**src/logic/trs_consts.vh**
```
/*
 Constants for the tightening result status block: register offsets,
 field positions, reset values and status encodings.
 Assumes inclusion by bare name from the design files.
*/
`ifndef TRS_CONSTS_VH
`define TRS_CONSTS_VH

// Register byte offsets
`define TRS_OFS_CTRL 8'h00
`define TRS_OFS_PGM_ANGLE 8'h04
`define TRS_OFS_RESULT 8'h08
`define TRS_OFS_STATUS_FLAGS 8'h0C
`define TRS_OFS_HS_ACK 8'h10
`define TRS_OFS_BATCH 8'h14
`define TRS_OFS_IRQ_STAT 8'h18
`define TRS_OFS_IRQ_MASK 8'h1C

// Control register bits: bits 0-4 are write-one pulse events, bits 5-6 are levels
`define TRS_CTRL_PGM_LOAD 0
`define TRS_CTRL_TIGHT_START 1
`define TRS_CTRL_JOB_SEL 2
`define TRS_CTRL_RESULT_DONE 3
`define TRS_CTRL_RESULT_RESET 4
`define TRS_CTRL_HS_REQ 5
`define TRS_CTRL_QUEUED 6

// Two-bit status codes
`define TRS_ST2_UNUSED 2'h0
`define TRS_ST2_OK 2'h1
`define TRS_ST2_HIGH 2'h2
`define TRS_ST2_LOW 2'h3

// ASCII status characters
`define TRS_ASC_OK 8'h4F
`define TRS_ASC_LOW 8'h4C
`define TRS_ASC_HIGH 8'h48
`define TRS_ASC_NONE 8'h00

// Handshake acknowledge codes
`define TRS_ACK_READ 8'h01
`define TRS_ACK_SKIP 8'h02
`define TRS_ACK_FLUSH 8'h04
`define TRS_ACK_QUEUED 8'h08

// Number of monitored parameters
`define TRS_NPAR 4

// Interrupt status bits
`define TRS_IRQ_RESULT 0
`define TRS_IRQ_PGM 1
`define TRS_IRQ_BATCH 2
`define TRS_IRQ_REHIT 3
`define TRS_IRQ_W 4

// Reset values
`define TRS_RST_W16 16'h0000
`define TRS_RST_W8 8'h00

`endif

```
**src/logic/trs_param_status.v**
```verilog
/*
 One monitored result parameter: holds its 2-bit status and derives the
 ASCII code and the single-bit high/low/OK flags from it.
 Assumes load and clear are one-cycle pulses on ref_clk.
*/
`timescale 1ns/1ns
`include "trs_consts.vh"

module trs_param_status (
	input wire ref_clk,
	input wire rst_n,
	input wire load,
	input wire [1:0] load_code,
	input wire clear,
	output reg [1:0] code_reg,
	output reg [7:0] ascii_reg,
	output reg high_reg,
	output reg low_reg,
	output reg ok_reg
);
	reg [1:0] code_next;

	// Clear wins only if no result arrives in the same cycle
	always @* begin
		code_next = code_reg;
		if (clear)
			code_next = `TRS_ST2_UNUSED;
		if (load)
			code_next = load_code;
	end

	// All encodings registered together so outputs stay coherent
	always @(posedge ref_clk or negedge rst_n) begin
		if (!rst_n) begin
			code_reg <= `TRS_ST2_UNUSED;
			ascii_reg <= `TRS_ASC_NONE;
			high_reg <= 1'b0;
			low_reg <= 1'b0;
			ok_reg <= 1'b0;
		end else begin
			code_reg <= code_next;
			high_reg <= (code_next == `TRS_ST2_HIGH);
			low_reg <= (code_next == `TRS_ST2_LOW);
			ok_reg <= (code_next == `TRS_ST2_OK);
			case (code_next)
				`TRS_ST2_OK: ascii_reg <= `TRS_ASC_OK;
				`TRS_ST2_HIGH: ascii_reg <= `TRS_ASC_HIGH;
				`TRS_ST2_LOW: ascii_reg <= `TRS_ASC_LOW;
				default: ascii_reg <= `TRS_ASC_NONE;
			endcase
		end
	end
endmodule // trs_param_status

```
**src/logic/trs_result_status.v**
```verilog
/*
 Tightening result status outputs toward a fieldbus master, with a
 classic Wishbone slave for software and one level interrupt.
 Assumes a single 125 MHz ref_clk, async active-low reset, and that the
 fieldbus side samples the registered output ports directly.
*/
`timescale 1ns/1ns
`include "trs_consts.vh"

// Function
// - Hold program target angle until next load
// - Per-parameter status: ASCII, 2-bit, single flags
// - Handshake ack: queued bit ORed with requested action bit
// - Rehit flag loaded from its staging bit by result, cleared by reset
// - Remaining batch count refreshed on change
module trs_result_status (
	input wire ref_clk,
	input wire rst_n,
	input wire wb_cyc_i,
	input wire wb_stb_i,
	input wire wb_we_i,
	input wire [7:0] wb_adr_i,
	input wire [3:0] wb_sel_i,
	input wire [31:0] wb_dat_i,
	output reg [31:0] wb_dat_o,
	output reg wb_ack_o,
	output reg wb_err_o,
	output reg [15:0] target_angle_reg,
	output wire [7:0] status_ascii_0,
	output wire [7:0] status_ascii_1,
	output wire [7:0] status_ascii_2,
	output wire [7:0] status_ascii_3,
	output wire [7:0] status_code,
	output wire [3:0] status_high,
	output wire [3:0] status_low,
	output wire [3:0] status_ok,
	output reg [7:0] hs_ack_reg,
	output reg rehit_reg,
	output reg [15:0] batch_remain_reg,
	output reg irq_reg
);
	wire req = wb_cyc_i & wb_stb_i & ~wb_ack_o & ~wb_err_o;
	wire wr = req & wb_we_i;
	wire [7:0] ofs = {wb_adr_i[7:2], 2'b00};
	wire hit_ctrl = (ofs == `TRS_OFS_CTRL);
	wire known = (ofs <= `TRS_OFS_IRQ_MASK);

	// Staging registers written by software before an event pulse, then control levels, interrupt state and next-state values
	reg [15:0] angle_stage_reg;
	reg [7:0] result_stage_reg;
	reg rehit_stage_reg;
	reg [2:0] hs_code_reg;
	reg hs_req_reg;
	reg queued_reg;
	reg [`TRS_IRQ_W-1:0] irq_stat_reg;
	reg [`TRS_IRQ_W-1:0] irq_mask_reg;
	reg [`TRS_IRQ_W-1:0] irq_stat_next;
	reg [7:0] hs_ack_next;
	reg [`TRS_IRQ_W-1:0] irq_mask_next;
	reg [31:0] rd_next;

	// Control writes are one-cycle events, low byte lane only
	wire ctl_wr = wr & hit_ctrl & wb_sel_i[0];
	wire ev_pgm = ctl_wr & wb_dat_i[`TRS_CTRL_PGM_LOAD];
	wire ev_start = ctl_wr & wb_dat_i[`TRS_CTRL_TIGHT_START];
	wire ev_job = ctl_wr & wb_dat_i[`TRS_CTRL_JOB_SEL];
	wire ev_result = ctl_wr & wb_dat_i[`TRS_CTRL_RESULT_DONE];
	wire ev_rreset = ctl_wr & wb_dat_i[`TRS_CTRL_RESULT_RESET];
	wire clr_status = ev_start | ev_pgm | ev_job;
	wire batch_wr = wr & (ofs == `TRS_OFS_BATCH) & (wb_sel_i[1:0] != 2'b00);
	wire [15:0] batch_new = {wb_sel_i[1] ? wb_dat_i[15:8] : batch_remain_reg[15:8],
		wb_sel_i[0] ? wb_dat_i[7:0] : batch_remain_reg[7:0]};
	wire batch_chg = batch_wr & (batch_new != batch_remain_reg);

	// Per-parameter status holders, one instance per monitored item
	wire [7:0] ascii_w [0:`TRS_NPAR-1];
	genvar gi;
	generate
		for (gi = 0; gi < `TRS_NPAR; gi = gi + 1) begin : g_par
			trs_param_status u_par (
				.ref_clk(ref_clk),
				.rst_n(rst_n),
				.load(ev_result),
				.load_code(result_stage_reg[2*gi+1:2*gi]),
				.clear(clr_status),
				.code_reg(status_code[2*gi+1:2*gi]),
				.ascii_reg(ascii_w[gi]),
				.high_reg(status_high[gi]),
				.low_reg(status_low[gi]),
				.ok_reg(status_ok[gi])
			);
		end
	endgenerate
	assign status_ascii_0 = ascii_w[0];
	assign status_ascii_1 = ascii_w[1];
	assign status_ascii_2 = ascii_w[2];
	assign status_ascii_3 = ascii_w[3];

	// Ack byte: queued code ORed with the requested action while asked
	always @* begin
		hs_ack_next = `TRS_RST_W8;
		if (queued_reg)
			hs_ack_next = hs_ack_next | `TRS_ACK_QUEUED;
		if (hs_req_reg) begin
			case (hs_code_reg)
				3'h1: hs_ack_next = hs_ack_next | `TRS_ACK_READ;
				3'h2: hs_ack_next = hs_ack_next | `TRS_ACK_SKIP;
				3'h4: hs_ack_next = hs_ack_next | `TRS_ACK_FLUSH;
				default: hs_ack_next = hs_ack_next;
			endcase
		end
	end

	// Sticky interrupt bits; a new event beats a same-cycle clear
	always @* begin
		irq_stat_next = irq_stat_reg;
		if (wr & (ofs == `TRS_OFS_IRQ_STAT) & wb_sel_i[0])
			irq_stat_next = irq_stat_next & ~wb_dat_i[`TRS_IRQ_W-1:0];
		if (ev_result)
			irq_stat_next[`TRS_IRQ_RESULT] = 1'b1;
		if (ev_pgm)
			irq_stat_next[`TRS_IRQ_PGM] = 1'b1;
		if (batch_chg)
			irq_stat_next[`TRS_IRQ_BATCH] = 1'b1;
		if (ev_result & rehit_stage_reg)
			irq_stat_next[`TRS_IRQ_REHIT] = 1'b1;
	end

	// Mask as it stands after this edge, so the level never lags a mask write
	always @* begin
		irq_mask_next = irq_mask_reg;
		if (wr & (ofs == `TRS_OFS_IRQ_MASK) & wb_sel_i[0])
			irq_mask_next = wb_dat_i[`TRS_IRQ_W-1:0];
	end

	// Read mux; readback shows live block state, unmapped offsets read zero
	always @* begin
		case (ofs)
			`TRS_OFS_CTRL: rd_next = {21'h0, hs_code_reg, 1'b0, queued_reg, hs_req_reg, 5'h0};
			`TRS_OFS_PGM_ANGLE: rd_next = {target_angle_reg, angle_stage_reg};
			`TRS_OFS_RESULT: rd_next = {23'h0, rehit_stage_reg, result_stage_reg};
			`TRS_OFS_STATUS_FLAGS: rd_next = {11'h0, rehit_reg, status_ok, status_low, status_high, status_code};
			`TRS_OFS_HS_ACK: rd_next = {24'h0, hs_ack_reg};
			`TRS_OFS_BATCH: rd_next = {16'h0, batch_remain_reg};
			`TRS_OFS_IRQ_STAT: rd_next = {28'h0, irq_stat_reg};
			`TRS_OFS_IRQ_MASK: rd_next = {28'h0, irq_mask_reg};
			default: rd_next = 32'h00000000;
		endcase
	end

	// Bus answer: one registered pulse per taken request; a held request waits
	always @(posedge ref_clk or negedge rst_n) begin
		if (!rst_n) begin
			wb_ack_o <= 1'b0;
			wb_err_o <= 1'b0;
			wb_dat_o <= 32'h00000000;
		end else begin
			wb_ack_o <= req & known;
			wb_err_o <= req & ~known;
			wb_dat_o <= rd_next;
		end
	end

	// Software staging and control levels; only taken writes land here
	always @(posedge ref_clk or negedge rst_n) begin
		if (!rst_n) begin
			angle_stage_reg <= `TRS_RST_W16;
			result_stage_reg <= `TRS_RST_W8;
			rehit_stage_reg <= 1'b0;
			hs_code_reg <= 3'h0;
			hs_req_reg <= 1'b0;
			queued_reg <= 1'b0;
			irq_mask_reg <= {`TRS_IRQ_W{1'b0}};
		end else begin
			if (ctl_wr) begin
				hs_req_reg <= wb_dat_i[`TRS_CTRL_HS_REQ];
				queued_reg <= wb_dat_i[`TRS_CTRL_QUEUED];
				if (wb_sel_i[1])
					hs_code_reg <= wb_dat_i[10:8];
			end
			if (wr & (ofs == `TRS_OFS_PGM_ANGLE)) begin
				if (wb_sel_i[0])
					angle_stage_reg[7:0] <= wb_dat_i[7:0];
				if (wb_sel_i[1])
					angle_stage_reg[15:8] <= wb_dat_i[15:8];
			end
			if (wr & (ofs == `TRS_OFS_RESULT)) begin
				if (wb_sel_i[0])
					result_stage_reg <= wb_dat_i[7:0];
				if (wb_sel_i[1])
					rehit_stage_reg <= wb_dat_i[8];
			end
			irq_mask_reg <= irq_mask_next;
		end
	end

	// Fieldbus-facing items; each moves only on its own event
	always @(posedge ref_clk or negedge rst_n) begin
		if (!rst_n) begin
			target_angle_reg <= `TRS_RST_W16;
			hs_ack_reg <= `TRS_RST_W8;
			rehit_reg <= 1'b0;
			batch_remain_reg <= `TRS_RST_W16;
		end else begin
			if (ev_pgm)
				target_angle_reg <= angle_stage_reg;
			// Result takes priority over a reset in the same write
			if (ev_result)
				rehit_reg <= rehit_stage_reg;
			else if (ev_rreset)
				rehit_reg <= 1'b0;
			if (batch_chg)
				batch_remain_reg <= batch_new;
			hs_ack_reg <= hs_ack_next;
		end
	end

	// Sticky status and level interrupt, registered together
	always @(posedge ref_clk or negedge rst_n) begin
		if (!rst_n) begin
			irq_stat_reg <= {`TRS_IRQ_W{1'b0}};
			irq_reg <= 1'b0;
		end else begin
			irq_stat_reg <= irq_stat_next;
			irq_reg <= |(irq_stat_next & irq_mask_next);
		end
	end
endmodule // trs_result_status

```
**config.mk**
```make
export PLATFORM = sky130hd
export DESIGN_NAME = trs_result_status
export DESIGN_NICKNAME = d
export VERILOG_FILES = /design/src/logic/trs_param_status.v /design/src/logic/trs_result_status.v
export VERILOG_INCLUDE_DIRS = /design/src /design/src/logic
export SDC_FILE = /design/constraint.sdc
export NUM_CORES = 1
export LEC_CHECK = 0
export ABC_AREA = 1
export BUFFER_PORTS_ARGS = -buffer_cell sky130_fd_sc_hd__buf_2
export CAP_MARGIN = 5
export CELL_PAD_IN_SITES_DETAIL_PLACEMENT = 0
export CELL_PAD_IN_SITES_GLOBAL_PLACEMENT = 1
export CORE_MARGIN = 4
export CORE_UTILIZATION = 41
export CTS_CLUSTER_DIAMETER = 120
export DETAILED_ROUTE_END_ITERATION = 12
export PLACE_DENSITY_LB_ADDON = 0.1
export SLEW_MARGIN = 40
export SYNTH_ARGS = -nofsm -noshare
export SYNTH_HDL_FRONTEND = slang
export SYNTH_SLANG_ARGS = --single-unit
```
**constraint.sdc**
```tcl
create_clock -name ref_clk -period 4 [get_ports ref_clk]
set_input_delay 0.2 -clock ref_clk [delete_from_list [all_inputs] [get_ports ref_clk]]
set_output_delay 0.2 -clock ref_clk [all_outputs]
set_load 0.005 [all_outputs]
```
# Word level (Yosys, flattened, before mapping)
# Cells that the tools add are included.
# totals
reg_bits	158
wordCells	127
# op_classes
bitwise	31
n_eq_ne	23
n_lt_le_gt_ge	1
reduce_logical	9
muxes	26
# op_table
cell	count
$pmux W32 S8	1
$pmux W7 S3	4
$eq A6 B3 Y1 const B	4
$and A1 B1 Y1	23
$eq A2 B2 Y1 const B	8
$mux W2	8
$mux W8	2
$ne A16 B16 Y1	1
$eq A6 B2 Y1 const B	2
$mux W4	3
$reduce_and A2 Y1	5
$pmux W3 S3	1
$and A4 B4 Y4	2
$eq A2 B1 Y1 const B	4
$le A8 B5 Y1 const B	1
$logic_not A8 Y1	1
$eq A6 B1 Y1 const B	1
$mux W1	6
$not A4 Y4	1
$reduce_bool A2 Y1	2
$reduce_or A4 Y1	1
$eq A3 B1 Y1 const B	1
$eq A3 B2 Y1 const B	1
$eq A3 B3 Y1 const B	1
3 further kinds	6

# Logic depth before layout (Yosys ltp)
# logic_depth
word_depth	13
depth_mapped	12
mapped_depth_nobuf	11

# Hierarchy
# Synthesis repeated with hierarchy kept, for this count alone.
# hier_totals
cells_unflattened	699
area_unflattened_um2	6392.4
# by_module_without_submodules
mod	cells_per_inst	area_each_um2	seq_area_each_um2	instances
trs_result_status	579	5126.2	2752.6	1
trs_param_status	30	316.6	175.2	4

# Least setup slack after synthesis
# OpenSTA, ideal clock, no wires.
# synth_timing
path_type	reg2reg
start	register wb_ack_o
end	register g_par[0].u_par.ascii_reg[3]
required_ns	3.883
path_stages_with_launch	11
setup_time_ns	0.117
arrival_ns	1.395
slack_ns	2.488
synth_period_minus_slack_ns	1.512
path_cell_list	dfrtp_1 -> nor2_2 -> nand3_2 -> inv_2 -> nand2_1 -> nor2_1 -> nand2_2 -> nand3_1 -> o21ai_2 -> inv_1 -> nand2_1
# synth_via
elab_chain_cells	13
# synth_rtl
element	line	source
start: declaration	trs_result_status.v:26	output reg wb_ack_o,
start signal: assignment	trs_result_status.v:158	wb_ack_o <= req & known;
$not A1 Y1 (*)	trs_result_status.v:42	wire req = wb_cyc_i & wb_stb_i & ~wb_ack_o & ~wb_err_o;
$and A1 B1 Y1 (*) (2 in a row)	trs_result_status.v:42	
$and A1 B1 Y1 (*)	trs_result_status.v:43	wire wr = req & wb_we_i;
$and A1 B1 Y1 (*) (2 in a row)	trs_result_status.v:63	wire ctl_wr = wr & hit_ctrl & wb_sel_i[0];
$and A1 B1 Y1, on equally long branches	trs_result_status.v:65, trs_result_status.v:64	
$or A1 B1 Y1 (2 in a row)	trs_result_status.v:69	wire clr_status = ev_start | ev_pgm | ev_job;
$mux W2	trs_param_status.v:26	if (clear)
$mux W2 (*)	trs_param_status.v:28	if (load)
net g_par[0].u_par.code_next[1]	trs_param_status.v:21	reg [1:0] code_next;
$eq A2 B2 Y1 / $eq A2 B1 Y1 (equally long branches)	trs_param_status.v:45	case (code_next)
$pmux W7 S3 (*)	trs_param_status.v:45	
end signal: assignment	trs_param_status.v:46	`TRS_ST2_OK: ascii_reg <= `TRS_ASC_OK;
end signal: assignment	trs_param_status.v:47	`TRS_ST2_HIGH: ascii_reg <= `TRS_ASC_HIGH;
end signal: assignment	trs_param_status.v:48	`TRS_ST2_LOW: ascii_reg <= `TRS_ASC_LOW;
end: declaration	trs_param_status.v:16	output reg [7:0] ascii_reg,
# Mark *: on every way through the listed nets, which the timed path passes. The rest lies on a longest branch.
# A chain may end at the register's enable or synchronous reset.

# Worst setup path in the final report
# layout_timing
start	input wb_adr_i[5]
end	register angle_stage_reg[13]
# layout_via
elab_chain_cells	3
# layout_rtl
element	line	source
start: declaration	trs_result_status.v:22	input wire [7:0] wb_adr_i,
$eq A6 B1 Y1	n/a	
$and A1 B1 Y1	trs_result_status.v:181	if (wr & (ofs == `TRS_OFS_PGM_ANGLE)) begin
$reduce_and A2 Y1 (no source line)	n/a	
end signal: assignment	trs_result_status.v:167	angle_stage_reg <= `TRS_RST_W16;
end signal: assignment	trs_result_status.v:185	angle_stage_reg[15:8] <= wb_dat_i[15:8];
end: declaration	trs_result_status.v:49	reg [15:0] angle_stage_reg;
# No other way between the ends.

==> flow_metrics.env <==
export IMPL_status="finished, final reports clean"
export IMPL_start_util_pct=42.07
export IMPL_clk_latency_ps=410
export IMPL_grt_max_degree=109
export IMPL_pre_cts_slack_ps=1665
export IMPL_p_per_area_nw_per_um2=437.2
export IMPL_cts_buffers=17
export IMPL_antenna_cells=0
export IMPL_setup_worst_path_class="input port to flop"
export IMPL_synth_top_cell_by_area="dfrtp_1"
export IMPL_fin_hold_ws_ps=27.36
export IMPL_slew_viol_final=0
export IMPL_critPathArrivalTime_ps=2630
export IMPL_regMostFlops="wb_dat_o"
export IMPL_synth_distinct_cells=33
export IMPL_final_util_pct=50.78
export IMPL_tns_ps=0
export IMPL_crit_required_ps=4280
export IMPL_vias=4942
export IMPL_overflow=0
export IMPL_endpoint_kind="flop"
export IMPL_ys_warn_count=0
export IMPL_cts_sink_count=134
export IMPL_hold_viol=0
export IMPL_ctsHtreeMaxLevel=4
export IMPL_min_path_type="input port to flop"
export IMPL_core_area_um2=14640
export IMPL_synth_edf_count=0
export IMPL_avgSynthCellArea_um2=8.903
export IMPL_place_congestion=0.8699
export IMPL_grt_pass1_vias=4716
export IMPL_skew_ps=9.998
export IMPL_avgViaCountPerCell=4.922
export IMPL_fmax_mhz=426.0
export IMPL_track_usage_pct=20.72
export IMPL_fin_crit_sh_pct=58.69
export IMPL_final_cell_mix="nand2_1, buf_2, dfrtp_1"
export IMPL_drive_above_1_share_pct=25.12
export IMPL_die_w_um=130.6
export IMPL_drc=0
export IMPL_setup_slack_ps=1652
export IMPL_ant_nets=0
export IMPL_cts_reportedPaths_clkPinSlew_ps=60
export IMPL_cts_path_max_buffers=2
export IMPL_die_area_um2=17050
export IMPL_slew_headroom_pct=54.36
export IMPL_p_leak_nw=4.017
export IMPL_seq_area_frac_synth_pct=54.43
export IMPL_die_h_um=130.6
export IMPL_ys_seq_elements=134
export IMPL_fin_nets=856
export IMPL_drt_pass1_iterations=5
export IMPL_port_buffers=140
export IMPL_netlist_top_cells_area="dfrtp_1, nand2_1, buf_4, inv_1, o21ai_0"
export IMPL_setup_viol=0
export IMPL_fp_row_count=44
export IMPL_dp_hpwl_um=12190
export IMPL_avgRoutedWirePerCell_um=17.11
export IMPL_synth_top_area_share_pct=54.43
export IMPL_cp_start_kind="input port"
export IMPL_cts_tree="done"
export IMPL_syn_inst=692
export IMPL_synth_area_um2=6161
export IMPL_synth_ff_type="dfrtp_1"
export IMPL_finalPower_mw=3.251
export IMPL_cts_root_buffer="clkbuf_16"
export IMPL_cts_resized=0
export IMPL_drtIter0Drc=423
export IMPL_rsz0062_at_grt="no"
export IMPL_drv_cap=0
export IMPL_grt_pass1_wl_um=26360
export IMPL_critPathMaxFanout=23
export IMPL_post_route_min_period_ps=2348
export IMPL_synthArstFlopShare_pct=100.0
export IMPL_syn_to_final_growth_pct=20.69
export IMPL_worst_slew_pin_slew_ps=682.2
export IMPL_io_pins=177
export IMPL_final_common_cell="nand2_1"
export IMPL_vdd_ir_drop_max_uv=325.4
export IMPL_drt_wl_total_um=17180
export IMPL_antenna_found_initial=0
export IMPL_largest_reg_flops=32
==> through the flow <==
stage	instances	cell area, um2
6_report	1004	7436
5_1_grt	1004	7436
4_1_cts	1003	7408
3_5_place_dp	968	6728
3_3_place_gp	968	6724
2_1_floorplan	707	6217
==> cell type report <==
class                           count  area [um2]
Fill cell                        1419        7208
Timing Repair Buffer              147       790.8
Clock buffer                       22       484.2
Inverter                           95       356.6
Multi-Input combinational cell    412        2054
Tap cell                          184       230.2
Sequential cell                   134        3353
Clock inverter                     10       166.4
==> what timing repair did <==
action,in CTS,in global routing
setup endpoints to repair,0,0
buffers inserted,0,0
endpoints found under the hold margin,108,0
hold buffers,3,0
==> where the power goes <==
group	leakage (nW)	total [mW]	internal, mW	switching (mW)
clock network	0.313	1.70	1.11	0.588
registers	1.81	1.39	1.38	0.0144
logic	1.89	0.161	0.0474	0.113
==> final timing paths <==
kind,slack (ps),to,cells after the start,startpoint
worst max register to register,1900,g_par[2].u_par.ascii_reg[1],9,wb_ack_o
worst min-delay path,30,angle_stage_reg[9],3,wb_dat_i[9]
worst max-delay path,1650,angle_stage_reg[13],10,wb_adr_i[5]
max in group asynchronous,2680,angle_stage_reg[1],4,rst_n
worst min register to register,420,hs_ack_reg[3],0,queued_reg
min in group asynchronous,240,wb_dat_o[16],2,rst_n
==> cells in the mapped netlist (all sizes together) (2+ instances only) <==
master	instances
o211ai	4
nor4	2
mux2	2
clkbuf	8
nand3	54
o21ai	85
a22oi	15
dfrtp	134
nand4	5
o221ai	9
buf	58
a21oi	10
nor2	47
nand2	154
inv	95
a22o	5
==> cells by family after synthesis <==
logic type	share of synthesized area [%]
AOI/OAI and AO/OA	12.98
DFF	54.43
other	0.06087
muxes	0.3655
and+or+nand+nor	19.03
buffers and inverters	13.14
==> worst max-delay path: stages <==
cell,delay [ps]
dlygate4sd3_1,530
buf_2,140
inv_1,110
nand3_4,120
inv_1,120
nand2_2,370
inv_2,410
nand2_2,170
nor2_4,310
o21ai_0,130
==> metal layers <==
layer,part of all wire (%),vias to the layer above,track usage [%]
li1,-,2413,-
met2,43,186,29.00
met4,2.1,0,8.046
met3,6.3,24,4.593
met5,0,-,0
met1,49,2319,31.22
Note: power is estimated with default switching activity, not from simulation.
